[src/core/psod_pkg.sv]
// Package for the PLL status and output driver register bank
package psod_pkg;

    // Register addresses on the serial port
    localparam logic [9:0] ADDR_MON_ENABLE = 10'h01A;
    localparam logic [9:0] ADDR_POWER_DOWN = 10'h01C;
    localparam logic [9:0] ADDR_PLL_STATUS = 10'h01F;
    localparam logic [9:0] ADDR_DRV_ZERO = 10'h0F0;
    localparam logic [9:0] ADDR_DRV_ONE = 10'h0F1;
    localparam logic [9:0] ADDR_DRV_TWO = 10'h0F2;

    // Field positions
    localparam int BIT_SEL_REF = 4;
    localparam int BIT_FB_PRESENT = 3;
    localparam int BIT_REFERENCE_INPUT_SECOND_PRESENT = 2;
    localparam int BIT_REFERENCE_INPUT_FIRST_PRESENT = 1;
    localparam int BIT_LOCK = 0;
    localparam int BIT_MON_FB_EN = 7;
    localparam int BIT_MON_REFERENCE_INPUT_FIRST_EN = 6;
    localparam int BIT_MON_REFERENCE_INPUT_SECOND_EN = 5;
    localparam int BIT_REFERENCE_INPUT_SECOND_CLK_OFF = 5;
    localparam int BIT_REFERENCE_INPUT_FIRST_CLK_OFF = 4;
    localparam int BIT_PAIR_PD = 4;
    localparam int BIT_DRV_PD = 0;

    // Reset values
    localparam logic [7:0] RST_DRIVER = 8'h04;
    localparam logic [7:0] RST_MON_ENABLE = 8'h00;
    localparam logic [7:0] RST_POWER_DOWN = 8'h22;

    // Swing codes
    localparam logic [1:0] SWING_400MV = 2'h0;
    localparam logic [1:0] SWING_600MV = 2'h1;
    localparam logic [1:0] SWING_780MV = 2'h2;
    localparam logic [1:0] SWING_960MV = 2'h3;

    // Analog status inputs travel together
    typedef struct packed {
        logic sel_ref_second;
        logic fb_present;
        logic ref_second_present;
        logic ref_first_present;
        logic lock;
    } psod_status_type;

    // Per-driver control outputs
    typedef struct packed {
        logic [1:0] swing;
        logic power_down;
    } psod_drv_type;

endpackage

[src/core/psod_sync.sv]
// Three-stage synchroniser with agreement filter for asynchronous status
`timescale 1ns/1ps
`default_nettype none
module psod_sync #(
    parameter int WIDTH = 5
) (
    input wire logic clock,
    input wire logic rst,
    input wire logic [WIDTH-1:0] async_in,
    output logic [WIDTH-1:0] sync_out
);
    logic [WIDTH-1:0] s1_q;
    logic [WIDTH-1:0] s2_q;
    logic [WIDTH-1:0] s3_q;
    logic [WIDTH-1:0] out_q;

    // Stage one only feeds stage two; output moves when two and three agree
    always_ff @(posedge clock or posedge rst) begin
        if (rst) begin
            s1_q <= '0;
            s2_q <= '0;
            s3_q <= '0;
            out_q <= '0;
        end else begin
            s1_q <= async_in;
            s2_q <= s1_q;
            s3_q <= s2_q;
            out_q <= (s2_q & s3_q) | (out_q & (s2_q | s3_q));
        end
    end

    assign sync_out = out_q;
endmodule
`default_nettype wire

[src/core/psod_regs.sv]
// PLL status readback and first three output driver control registers
// How it works
// - Status bit 4 shows selected reference
// - Bit 3 feedback present, gated by monitor enable
// - Bit 2 second reference present when monitored
// - Bit 1 first reference present when monitored
// - Bit 0 shows digital lock detector
// - Driver zero bit 4 powers channels 0,1
// - Driver two bit 4 powers channels 2,3
// - Bits 2:1 select swing, default 780mV
// - Bit 0 powers down single driver
// - Second reference monitor clock off blocks switchover
`timescale 1ns/1ps
`default_nettype none
module psod_regs #(
    parameter int NUM_DRIVERS = 3
) (
    input wire logic clock,
    input wire logic rst,
    input wire logic wr_en,
    input wire logic rd_en,
    input wire logic [9:0] addr,
    input wire logic [7:0] wdata,
    output logic [7:0] rdata,
    input wire psod_pkg::psod_status_type status_in,
    output logic [NUM_DRIVERS-1:0] drv_power_down,
    output logic [2*NUM_DRIVERS-1:0] drv_swing,
    output logic [3:0] channel_power_down,
    output logic [7:0] mon_enable,
    output logic [7:0] power_down_ctrl,
    output logic auto_switch_allowed
);
    // Pair mapping below is fixed to drivers zero and two, so refuse other counts
    generate
        if (NUM_DRIVERS != 3) begin : g_bad_count
            $error("psod_regs serves exactly three drivers");
        end
    endgenerate

    // Decode one address match, used many times
    function automatic logic hit(input logic [9:0] a, input logic [9:0] b);
        return a == b;
    endfunction

    logic [7:0] drv_q [NUM_DRIVERS];
    logic [7:0] mon_q;
    logic [7:0] pd_q;
    logic [7:0] rdata_q;
    logic [NUM_DRIVERS-1:0] drv_pd_q;
    logic [2*NUM_DRIVERS-1:0] swing_q;
    logic [3:0] chan_pd_q;
    logic auto_q;
    logic [4:0] st_sync;
    psod_pkg::psod_status_type st;

    // Status pins come from analog clocks, so synchronise them
    psod_sync #(.WIDTH(5)) u_sync (
        .clock(clock),
        .rst(rst),
        .async_in(status_in),
        .sync_out(st_sync)
    );
    assign st = psod_pkg::psod_status_type'(st_sync);

    // Presence bits are qualified by monitor state
    wire fb_valid = mon_q[psod_pkg::BIT_MON_FB_EN];
    wire reference_input_second_valid = mon_q[psod_pkg::BIT_MON_REFERENCE_INPUT_SECOND_EN] & ~pd_q[psod_pkg::BIT_REFERENCE_INPUT_SECOND_CLK_OFF];
    wire reference_input_first_valid = mon_q[psod_pkg::BIT_MON_REFERENCE_INPUT_FIRST_EN] & ~pd_q[psod_pkg::BIT_REFERENCE_INPUT_FIRST_CLK_OFF];
    wire bit_sel = st.sel_ref_second;
    wire bit_fb = st.fb_present & fb_valid;
    wire bit_reference_input_second = st.ref_second_present & reference_input_second_valid;
    wire bit_reference_input_first = st.ref_first_present & reference_input_first_valid;
    wire bit_lock = st.lock;
    wire [7:0] status_word = {3'h0, bit_sel, bit_fb, bit_reference_input_second, bit_reference_input_first, bit_lock};

    // Read multiplexer; unmapped addresses read zero.
    // Status is sampled from the synchronised copy, so a pin change shows
    // up in a read only after the filter has seen two agreeing samples.
    // Writes to the status address fall through every write decode below,
    // which keeps that register read-only without any extra logic.
    wire [7:0] rd_mux = hit(addr, psod_pkg::ADDR_PLL_STATUS) ? status_word :
                        hit(addr, psod_pkg::ADDR_MON_ENABLE) ? mon_q :
                        hit(addr, psod_pkg::ADDR_POWER_DOWN) ? pd_q :
                        hit(addr, psod_pkg::ADDR_DRV_ZERO) ? drv_q[0] :
                        hit(addr, psod_pkg::ADDR_DRV_ONE) ? drv_q[1] :
                        hit(addr, psod_pkg::ADDR_DRV_TWO) ? drv_q[2] : 8'h00;

    // Monitor and power-down control writes
    always_ff @(posedge clock or posedge rst) begin
        if (rst) begin
            mon_q <= psod_pkg::RST_MON_ENABLE;
            pd_q <= psod_pkg::RST_POWER_DOWN;
        end else begin
            if (wr_en && hit(addr, psod_pkg::ADDR_MON_ENABLE)) begin
                mon_q <= wdata;
            end
            if (wr_en && hit(addr, psod_pkg::ADDR_POWER_DOWN)) begin
                pd_q <= wdata;
            end
        end
    end

    // Per-driver write decode, one address match per driver
    logic [NUM_DRIVERS-1:0] drv_hit;
    genvar gi;
    generate
        for (gi = 0; gi < NUM_DRIVERS; gi++) begin : g_drv
            localparam logic [9:0] DRV_ADDR = psod_pkg::ADDR_DRV_ZERO + 10'(gi);
            assign drv_hit[gi] = wr_en && hit(addr, DRV_ADDR);
            // swing of each driver follows its write
            swing_each_a: assert property (@(posedge clock) disable iff (rst)
                drv_hit[gi] |=> ##1 drv_swing[2*gi +: 2] == $past(wdata[2:1], 2))
                else $error("driver swing wrong");
            // power-down of each driver follows its write
            drv_pd_each_a: assert property (@(posedge clock) disable iff (rst)
                drv_hit[gi] |=> ##1 drv_power_down[gi] == $past(wdata[0], 2))
                else $error("driver power-down wrong");
        end
    endgenerate

    // Driver registers and their output flops in one process, so that every
    // vector has a single driver; don't-care bits are stored as written
    always_ff @(posedge clock or posedge rst) begin
        if (rst) begin
            for (int i = 0; i < NUM_DRIVERS; i++) begin
                drv_q[i] <= psod_pkg::RST_DRIVER;
            end
            drv_pd_q <= '0;
            swing_q <= {NUM_DRIVERS{psod_pkg::SWING_780MV}};
        end else begin
            for (int i = 0; i < NUM_DRIVERS; i++) begin
                if (drv_hit[i]) begin
                    drv_q[i] <= wdata;
                end
                drv_pd_q[i] <= drv_q[i][psod_pkg::BIT_DRV_PD];
                swing_q[2*i +: 2] <= drv_q[i][2:1];
            end
        end
    end

    // channel pair power-down; driver one bit 4 reserved, unused
    wire pair01 = drv_q[0][psod_pkg::BIT_PAIR_PD];
    wire pair23 = drv_q[2][psod_pkg::BIT_PAIR_PD];
    // switchover needs both reference monitor clocks running
    wire auto_d = ~pd_q[psod_pkg::BIT_REFERENCE_INPUT_SECOND_CLK_OFF] & ~pd_q[psod_pkg::BIT_REFERENCE_INPUT_FIRST_CLK_OFF];

    // Output flops
    always_ff @(posedge clock or posedge rst) begin
        if (rst) begin
            rdata_q <= 8'h00;
            chan_pd_q <= 4'h0;
            auto_q <= 1'b0;
        end else begin
            if (rd_en) begin
                rdata_q <= rd_mux;
            end
            chan_pd_q <= {pair23, pair23, pair01, pair01};
            auto_q <= auto_d;
        end
    end

    assign rdata = rdata_q;
    assign drv_power_down = drv_pd_q;
    assign drv_swing = swing_q;
    assign channel_power_down = chan_pd_q;
    assign mon_enable = mon_q;
    assign power_down_ctrl = pd_q;
    assign auto_switch_allowed = auto_q;

    // Checks: reads land one edge after rd_en, driver outputs two edges
    // after wr_en, since each driver field passes its register and then
    // the output flop. The properties allow for exactly that latency.
    wire stat_rd = rd_en && hit(addr, psod_pkg::ADDR_PLL_STATUS);
    sel_ref_rd_a: assert property (@(posedge clock) disable iff (rst)
        stat_rd |=> rdata[4] == $past(bit_sel))
        else $error("selected reference bit wrong");
    fb_gate_a: assert property (@(posedge clock) disable iff (rst)
        stat_rd && !mon_q[7] |=> !rdata[3])
        else $error("feedback bit not gated");
    fb_show_a: assert property (@(posedge clock) disable iff (rst)
        stat_rd && mon_q[7] |=> rdata[3] == $past(st.fb_present))
        else $error("feedback bit not shown");
    reference_input_second_gate_a: assert property (@(posedge clock) disable iff (rst)
        stat_rd && pd_q[5] |=> !rdata[2])
        else $error("second reference bit not gated");
    reference_input_second_show_a: assert property (@(posedge clock) disable iff (rst)
        stat_rd && reference_input_second_valid |=> rdata[2] == $past(st.ref_second_present))
        else $error("second reference bit not shown");
    reference_input_first_gate_a: assert property (@(posedge clock) disable iff (rst)
        stat_rd && !mon_q[6] |=> !rdata[1])
        else $error("first reference bit not gated");
    // first reference gated by its clock-off bit
    reference_input_first_off_a: assert property (@(posedge clock) disable iff (rst)
        stat_rd && pd_q[4] |=> !rdata[1])
        else $error("first reference bit shown with clock off");
    reference_input_first_show_a: assert property (@(posedge clock) disable iff (rst)
        stat_rd && reference_input_first_valid |=> rdata[1] == $past(st.ref_first_present))
        else $error("first reference bit not shown");
    lock_rd_a: assert property (@(posedge clock) disable iff (rst)
        stat_rd |=> rdata[0] == $past(st.lock))
        else $error("lock bit wrong");
    rd_hold_a: assert property (@(posedge clock) disable iff (rst)
        !rd_en |=> $stable(rdata))
        else $error("read data moved without a read");
    // Status address is read-only; a write there leaves mon_enable unchanged
    status_ro_a: assert property (@(posedge clock) disable iff (rst)
        wr_en && hit(addr, psod_pkg::ADDR_PLL_STATUS) |=> $stable(mon_enable))
        else $error("status write changed a control");
    mon_wr_a: assert property (@(posedge clock) disable iff (rst)
        wr_en && hit(addr, psod_pkg::ADDR_MON_ENABLE) |=> mon_enable == $past(wdata))
        else $error("monitor control write lost");
    pair01_a: assert property (@(posedge clock) disable iff (rst)
        drv_hit[0] |=> ##1 channel_power_down[1:0] == {2{$past(wdata[4], 2)}})
        else $error("pair 0-1 power-down wrong");
    // channels zero and one always move together
    pair01_eq_a: assert property (@(posedge clock) disable iff (rst)
        channel_power_down[0] == channel_power_down[1])
        else $error("pair 0-1 split");
    pair23_a: assert property (@(posedge clock) disable iff (rst)
        drv_hit[2] |=> ##1 channel_power_down[3:2] == {2{$past(wdata[4], 2)}})
        else $error("pair 2-3 power-down wrong");
    // channels two and three always move together
    pair23_eq_a: assert property (@(posedge clock) disable iff (rst)
        channel_power_down[2] == channel_power_down[3])
        else $error("pair 2-3 split");
    swing_a: assert property (@(posedge clock) disable iff (rst)
        drv_hit[1] |=> ##1 drv_swing[3:2] == $past(wdata[2:1], 2))
        else $error("swing wrong");
    drv_pd_a: assert property (@(posedge clock) disable iff (rst)
        drv_hit[0] |=> ##1 drv_power_down[0] == $past(wdata[0], 2))
        else $error("driver power-down wrong");
    auto_sw_a: assert property (@(posedge clock) disable iff (rst)
        pd_q[5] |=> !auto_switch_allowed)
        else $error("switchover allowed with monitor clock off");
    // switchover allowed once both monitor clocks run
    auto_on_a: assert property (@(posedge clock) disable iff (rst)
        !pd_q[5] && !pd_q[4] |=> auto_switch_allowed)
        else $error("switchover blocked with monitor clocks on");
    pd_wr_a: assert property (@(posedge clock) disable iff (rst)
        wr_en && hit(addr, psod_pkg::ADDR_POWER_DOWN) |=> power_down_ctrl == $past(wdata))
        else $error("power-down control write lost");

    // Main scenarios: status read, pair power-down, top swing, switchover, presence
    status_rd_c: cover property (@(posedge clock) stat_rd);
    pair_pd_c: cover property (@(posedge clock) channel_power_down == 4'hF);
    swing_max_c: cover property (@(posedge clock) drv_swing[1:0] == psod_pkg::SWING_960MV);
    auto_on_c: cover property (@(posedge clock) auto_switch_allowed);
    reference_input_second_seen_c: cover property (@(posedge clock) stat_rd && reference_input_second_valid && st.ref_second_present);
endmodule
`default_nettype wire

[config.mk]
export PLATFORM = sky130hd
export DESIGN_NAME = psod_regs
export DESIGN_NICKNAME = d
export VERILOG_FILES = /design/src/core/psod_pkg.sv /design/src/core/psod_sync.sv /design/src/core/psod_regs.sv
export SDC_FILE = /design/constraint.sdc
export NUM_CORES = 1
export LEC_CHECK = 0
export BUFFER_PORTS_ARGS = -buffer_cell sky130_fd_sc_hd__buf_2
export CAP_MARGIN = 30
export CORE_ASPECT_RATIO = 0.8
export CORE_MARGIN = 2
export CORE_UTILIZATION = 30
export CTS_BUF_LIST = sky130_fd_sc_hd__clkbuf_8
export DETAILED_ROUTE_END_ITERATION = 10
export PLACE_DENSITY = 0.53
export SKIP_CTS_REPAIR_TIMING = 1
export SLEW_MARGIN = 20
export SYNTH_ARGS = -nofsm -noshare
export SYNTH_HDL_FRONTEND = slang
export SYNTH_SLANG_ARGS = --single-unit
[constraint.sdc]
create_clock -name clock -period 3.2 [get_ports clock]
set_input_delay 0.32 -clock clock [delete_from_list [all_inputs] [get_ports clock]]
set_output_delay 0.32 -clock clock [all_outputs]
set_load 0.005 [all_outputs]
==> results of run 1 <==
layer usage:
metal / up-vias / track usage
li1: 1018 / -
met1: 1146 / 0.190
met2: 47 / 0.201
met3: 13 / 0.0356
met4: 2 / 0.0498
met5: - / 0
layout by cell type (no fill, tap or decap), types with 2 or more instances in the layout:
master      n
a21oi_1     3
a22oi_1    11
a31oi_1     2
and4b_1     2
buf_2      64
buf_4       3
clkbuf_8    9
clkinv_2    3
dfrtp_1    72
dfstp_2     8
inv_6       2
maj3_1      5
mux2_1      3
mux2_2     35
mux2_4      2
mux2i_1     8
nand2_1     4
nand3_4     3
nor2_1      7
nor2b_1     3
nor3_2      2
nor3b_1     2
o22ai_1     8
o2bb2ai_1   8
o31ai_1     8
or3_1       3
or3b_1      4
or3b_2      6
kinds of logic (layout without fill, tap and decap cells):
logic type,Yosys count,after routing,share of synthesized area
AO/OA/AOI/OAI,41,41,0.0868
adder cells (fa/ha/maj),5,5,0.0147
buffers and inverters,15,86,0.0276
flip-flops,80,80,0.592
multiplexers,48,48,0.158
AND/OR/NAND/NOR,47,47,0.121
registers in the layout, indices dropped and copies added, names as in the netlist:
name / count
channel_power_down: 2
mon_enable: 8
rdata: 8
drv_power_down: 3
drv_swing: 6
u_sync.s3_q: 5
drv_q: 24
u_sync.sync_out: 5
u_sync.s1_q: 5
auto_switch_allowed: 1
u_sync.s2_q: 5
power_down_ctrl: 8
worst reg2reg max path: stages (launching register included):
cell,delay [ns]
dfstp_2,0.56
or3b_2,0.44
o22ai_1,0.13
a22oi_1,0.12
o31ai_1,0.22
per-stage QoR:
stage | instance area (sq um) | instances | power (W) | utilization
after global placement | 3860 | 435 | 0.00118 | 0.352
after detailed placement | 3860 | 435 | 0.00119 | 0.352
after CTS | 4040 | 451 | 0.00188 | 0.368
final | 4040 | 451 | 0.00185 | 0.368
after global routing | 4040 | 451 | 0.00193 | 0.368
after floorplan | 3400 | 236 | 0.00113 | -
power by group through the flow:
| stage | registers, W | clock network, W | logic, W |
|---|---|---|---|
| finish | 0.00105 | 0.000682 | 0.000112 |
| global placement | 0.00107 | 0 | 0.000113 |
| CTS | 0.00105 | 0.000711 | 0.000115 |
| floorplan | 0.00107 | 0 | 0.0000627 |
| detailed placement | 0.00107 | 0 | 0.000114 |
| global route | 0.00106 | 0.000751 | 0.000125 |
worst max-delay path by stage:
stage          cells past startpoint  startpoint             endpoint
2_1_floorplan                      1         rst  auto_switch_allowed
3_3_place_gp                       5     addr[2]             drv_q[4]
3_5_place_dp                       5     addr[2]             drv_q[7]
4_1_cts                            5     addr[3]             drv_q[1]
5_1_grt                            5     addr[5]             drv_q[7]
6_report                           5     addr[3]             drv_q[3]
Yosys cell counts, types with 3 or more instances:
library cell and n:
nor2b_1 3, or3b_2 6, a22oi_1 11, o2bb2ai_1 8
buf_2 6, buf_4 4, dfstp_2 8, or3_1 3
o31ai_1 8, or3b_1 4, nand2_1 4, maj3_1 5
nand3_4 3, mux2_1 3, a21oi_1 3, mux2_2 35
nor2_1 7, o22ai_1 8, dfrtp_1 72, mux2i_1 8
final cells by class:
type,count,area share
flip-flops and latches,80,0.498
repair buffers,68,0.0899
clock buffers,9,0.0307
multi-input cells,141,0.321
well taps,144,0.0446
clock inverters,7,0.0136
inverters,2,0.00217
==> out/metrics.json, run 1 <==
{
  "run_status": "completed",
  "cts_max_level": 3,
  "cts_num_sinks": 80,
  "finalSetupViolations": 0,
  "relSlewSlack": 0.472,
  "cp.arrival_ns": 2.06,
  "power_density_nw_per_um2": 457,
  "fmax_ghz": 0.549,
  "core_area_sq_um": 11000,
  "unrepaired_setup_endpoints_after_global_routing": "no",
  "number_of_buffers_inserted_during_clock_tree_synthesis": 9,
  "timing.hold.worst.class": "in -> async",
  "die-height_microns": 99.2,
  "cap_violations": 0,
  "worst_r2r_path_depth": 4,
  "required_ns": 3.44,
  "vias_per_cell": 4.94,
  "setup-tns-final_ns": 0,
  "core.rowCount": 34,
  "antenna_violations_before_repair": 1,
  "preCtsSetupSlack_ns": 1.02,
  "timing.critical_path.cells": "buf_2 -> or2b_1 -> nor4_4 -> nand4b_2 -> mux2_2",
  "netlist_instances": 236,
  "switching_power_w": 0.000477,
  "detailedRoute.firstPassIterationCount": 4,
  "netlist.area_leader.share": 0.530,
  "r2r_setup_slack_ns": 1.65,
  "routed_wire_length_per_instance_microns": 16.9,
  "die_width_microns": 123,
  "critical_path.reg2reg.endpoint": "rdata[1]",
  "synth_cell_type_count": 41,
  "critical_path_class": "in -> reg",
  "setup.worst_path.end_class": "flop",
  "synth_seq_area_share": 0.592,
  "post_route_cells_drive_above_1_share": 0.482,
  "detailed_place_hpwl_mm": 5.40,
  "die_area_sq_um": 12200,
  "routed_wirelength_mm": 7.64,
  "synth.cell_area_sq_um": 3400,
  "final.hold.worst_slack_ns": 0.0305,
  "yosys_most_used_dff": "dfrtp_1",
  "syn_area_per_cell_sq_um": 14.4,
  "io_pins": 65,
  "seq_power_share": 0.570,
  "internal_power_w": 0.00137,
  "p_clk_frac": 0.370,
  "route.top_layer_used": "met5",
  "slowest_stage": "nor4_4",
  "max-vdd-ir-drop_mv": 0.164,
  "drv_slew": 0,
  "tritoncts": "yes",
  "drc": 0,
  "critical-path-top-delay-family": "simple AND/OR/NAND/NOR gates",
  "timing.clock.skew_ns": 0.00733,
  "postLayoutSetupSlackWorst_ns": 1.38,
  "max_slew.worst_pin.slew_ns": 0.786,
  "synthesis.nets": 263,
  "multiInputGateArea_sq_um": 1290,
  "cts_max_path_buffers": 2,
  "grt_pass1_wl_mm": 12.3,
  "num-fill-cells": 1105,
  "comb_power_share": 0.060,
  "postRouteAntennaNets": 0,
  "sw_frac_of_total": 0.258,
  "crit_path_max_incr_delay_ns": 0.60,
  "route.vias.total": 2226,
  "design.final.nets": 329,
  "globalRouteOverflowTotal": 0,
  "synth_warnings": 0,
  "clkLatencyLatePin_ns": 0.36,
  "cp-start-kind": "input pin",
  "register_area_sq_um": 2010,
  "synth-seq-cells": 80,
  "met2_length_mm": 3.54,
  "cellLeakagePower_nw": 1.94,
  "worst-path-buf-inv": 1,
  "ctsRootBufferMaster": "clkbuf_8",
  "finalWeightedCongestion": 0.765,
  "groute.usage.overall": 0.135,
  "synth_area_leaders": "dfrtp_1 (53%), mux2_2 (12%), dfstp_2 (6.2%), a22oi_1 (2.4%), mux2i_1 (2.4%)",
  "clkTransAtPathRegs_ns": 0.09,
  "grt_start_max_net_pins": 81,
  "crit-reg2reg-launch": "power_down_ctrl[1]",
  "hold_viol_final": 0,
  "layout_min_cycle_time_ns": 1.82,
  "dr_wl_met3_microns": 371,
  "final.period_utilization": 0.569,
  "antennaDiodeCount": 0,
  "yosys.area.top_type": "dfrtp_1",
  "synth_edf_count": 0,
  "count_of_routing_violations_after_the_opening_detailed_route_iteration": 73,
  "area_overhead_vs_synth_pct": 18.7,
  "buffer_ports.inserted": 64,
  "synth-async-reset-ratio": 1.00,
  "first_global_vias": 2231,
  "start_util": 0.310,
  "met1_length_mm": 3.59,
  "critical_path.max_fanout": 11
}
Power figures use the tool's default switching activity.
==> inputs of run 2 (changes only) <==
==> constraint.sdc (replaced) <==
create_clock -name clock -period 1.9 [get_ports clock]
set_input_delay 0.19 -clock clock [delete_from_list [all_inputs] [get_ports clock]]
set_output_delay 0.19 -clock clock [all_outputs]
set_load 0.005 [all_outputs]
==> out/metrics.json, run 2 (synthesis gave the netlist of run 1 again) <==
{
  "antennaDiodeCount": {"value": 0, "change": "unchanged"},
  "worst_r2r_path_depth": {"value": 4, "change": "unchanged"},
  "timing.hold.worst.class": {"value": "in -> reg", "change": "was in -> async"},
  "hold_viol_final": {"value": 0, "change": "unchanged"},
  "drv_slew": {"value": 0, "change": "unchanged"},
  "registers.top_by_ff_count": {"value": "drv_q", "change": "unchanged"},
  "vias_per_cell": {"value": 4.82, "change": "was 4.94"},
  "cp.arrival": {"value": 1.80, "unit": "ns", "change": "was 2.06 ns"},
  "clkTransAtPathRegs": {"value": 0.08, "unit": "ns", "change": "was 0.09 ns"},
  "final.period_utilization": 0.813,
  "detailed_place_hpwl": {"value": 5.66, "unit": "mm", "change": "was 5.40 mm"},
  "critical_path.max_fanout": {"value": 3, "change": "was 11"},
  "power": {"value": 0.00334, "unit": "W", "change": "was 0.00185 W"},
  "finalWeightedCongestion": {"value": 0.739, "change": "was 0.765"},
  "crit-reg2reg-launch": {"value": "power_down_ctrl[1]", "change": "unchanged"},
  "detailedRoute.firstPassIterationCount": {"value": 6, "change": "was 4"},
  "area_overhead_vs_synth": {"value": 22.9, "unit": "%", "change": "was 18.7%"},
  "cellLeakagePower": {"value": 2.01, "unit": "nW", "change": "was 1.94 nW"},
  "critical_path.reg2reg.endpoint": {"value": "rdata[1]", "change": "unchanged"},
  "drc": {"value": 0, "change": "unchanged"},
  "number_of_buffers_inserted_during_clock_tree_synthesis": {"value": 9, "change": "unchanged"},
  "grt_start_max_net_pins": {"value": 81, "change": "unchanged"},
  "routed_wirelength": {"value": 7.77, "unit": "mm", "change": "was 7.64 mm"},
  "clkLatencyLatePin": {"value": 0.35, "unit": "ns", "change": "was 0.36 ns"},
  "die_area": {"value": 12200, "unit": "sq um", "change": "unchanged"},
  "cap_violations": {"value": 0, "change": "unchanged"},
  "groute.usage.overall": {"value": 0.135, "change": "about the same"},
  "leading_cell_types_in_the_layout_fill_and_taps_excluded": {"value": "dfrtp_1 (72), buf_2 (64), mux2_2 (35), a22oi_1 (11), clkbuf_8 (10)", "change": "was dfrtp_1 (72), buf_2 (64), mux2_2 (35), a22oi_1 (11), clkbuf_8 (9)"},
  "hold_end": "drv_q[4]",
  "critical_path_class": {"value": "reg -> reg", "change": "was in -> reg"},
  "timing.clock.skew": {"value": 0.00779, "unit": "ns", "change": "was 0.00733 ns"},
  "largest_register_ffs": {"value": 24, "change": "unchanged"},
  "hp-start": "wdata[4]",
  "core.rowCount": {"value": 34, "change": "unchanged"},
  "cts_max_level": {"value": 3, "change": "unchanged"},
  "post_route_cells_drive_above_1_share": {"value": 0.478, "change": "was 0.482"},
  "power_density": {"value": 799, "unit": "nW/um^2", "change": "was 457 nW/um^2"},
  "die_width": {"value": 123, "unit": "microns", "change": "unchanged"},
  "unrepaired_setup_endpoints_after_global_routing": {"value": "no", "change": "unchanged"},
  "layoutNonFillerInstCount": {"value": 462, "change": "was 451"},
  "die-height": {"value": 99.2, "unit": "microns", "change": "unchanged"},
  "tritoncts": {"value": "yes", "change": "unchanged"},
  "final_core_util": {"value": 0.381, "change": "was 0.368"},
  "num-fill-cells": {"value": 1104, "change": "was 1,105"},
  "run_status": {"value": "completed", "change": "unchanged"},
  "fmax_ghz": 0.648,
  "setup-tns-final": {"value": 0, "unit": "ns", "change": "unchanged"},
  "routed_wire_length_per_instance": {"value": 16.8, "unit": "microns", "change": "was 16.9 microns"},
  "start_util": {"value": 0.310, "change": "unchanged"},
  "first_global_vias": {"value": 2286, "change": "was 2,231"},
  "route.vias.total": {"value": 2227, "change": "was 2,226"},
  "count_of_routing_violations_after_the_opening_detailed_route_iteration": {"value": 97, "change": "was 73"},
  "post-place-cells": {"value": 440, "change": "was 435"},
  "antenna_violations_before_repair": {"value": 0, "change": "was 1"},
  "setup.worst_path.end_class": {"value": "flop", "change": "unchanged"},
  "hold-path-cell-count": 2,
  "globalRouteOverflowTotal": {"value": 0, "change": "unchanged"},
  "r2r_setup_slack": {"value": 0.36, "unit": "ns", "change": "was 1.65 ns"},
  "io_pins": {"value": 65, "change": "unchanged"},
  "cts_num_sinks": {"value": 80, "change": "unchanged"},
  "grt_pass1_wl": {"value": 12.5, "unit": "mm", "change": "was 12.3 mm"},
  "mostFrequentLayoutCell": {"value": "dfrtp_1", "change": "unchanged"},
  "ctsRootBufferMaster": {"value": "clkbuf_8", "change": "unchanged"},
  "cts_max_path_buffers": {"value": 2, "change": "unchanged"},
  "cp-start-kind": {"value": "flop", "change": "was input pin"},
  "relSlewSlack": {"value": 0.719, "change": "was 0.472"},
  "core_area": {"value": 11000, "unit": "sq um", "change": "unchanged"},
  "finalSetupViolations": {"value": 0, "change": "unchanged"},
  "postRouteAntennaNets": {"value": 0, "change": "unchanged"},
  "buffer_ports.inserted": {"value": 64, "change": "unchanged"},
  "max_slew.worst_pin.slew": {"value": 0.421, "unit": "ns", "change": "was 0.786 ns"},
  "design.final.nets": {"value": 340, "change": "was 329"},
  "required": {"value": 2.16, "unit": "ns", "change": "was 3.44 ns"},
  "max-vdd-ir-drop": {"value": 0.274, "unit": "mV", "change": "was 0.164 mV"},
  "layout_min_cycle_time_ns": 1.54
}
run 2: changes by cell type in the layout (fill, tap and decap cells not counted), moves of 2 or more:
cell	change
dlygate4sd3_1	+6
bufinv_16	+2
inv_6	-2
clkinvlp_4	+2
buf_4	+5
clkinv_2	-2
run 2: power by group:
group / internal, W / leakage, nW / switching [W] / total, W
logic: 0.0000830 / 0.863 / 0.000123 / 0.000206
registers: 0.00175 / 1.04 / 0.0000232 / 0.00177
clock network: 0.000768 / 0.110 / 0.000594 / 0.00136
total: 0.00260 / 2.01 / 0.000740 / 0.00334
run 2: worst max path at each step:
stage	from	to	slack [ns]	cells after the start
5_1_grt	power_down_ctrl[1]	rdata[1]	0.26	4
2_1_floorplan	power_down_ctrl[1]	rdata[1]	0.46	4
3_5_place_dp	addr[0]	rdata[5]	0.19	5
6_report	power_down_ctrl[1]	rdata[1]	0.36	4
4_1_cts	power_down_ctrl[1]	rdata[1]	0.36	4
3_3_place_gp	addr[0]	rdata[5]	0.18	5
run 2: routing by layer:
metal / track usage / part of all wire
met4: 0.0341 / 0.0054
met1: 0.192 / 0.49
met3: 0.0470 / 0.060
met2: 0.197 / 0.45
met5: 0 / 0
run 2: area by class of cell:
type | count | area, sq um | area share
Clock inverter | 6 | 83.8 | 0.0201
Timing Repair Buffer | 79 | 460 | 0.110
Sequential cell | 80 | 2010 | 0.481
Tap cell | 144 | 180 | 0.0431
Multi-Input combinational cell | 141 | 1290 | 0.310
Inverter | 2 | 11.3 | 0.00269
Clock buffer | 10 | 138 | 0.0329
run 2: per-stage QoR:
step / hold WS, ns / setup slack (ns) / instance area [sq um]
global placement: 0.299 / 0.182 / 3900
floorplan: 0.221 / 0.464 / 3400
CTS: -0.0763 / 0.357 / 4120
finish: 0.147 / 0.356 / 4180
detailed placement: 0.300 / 0.193 / 3900
global route: 0.138 / 0.264 / 4180
run 2: critical path, cell delays in order (launching register included):
cell and delay (ns):
dfstp_2 0.55, or3b_2 0.44, o22ai_1 0.13, a22oi_1 0.13, o31ai_1 0.21
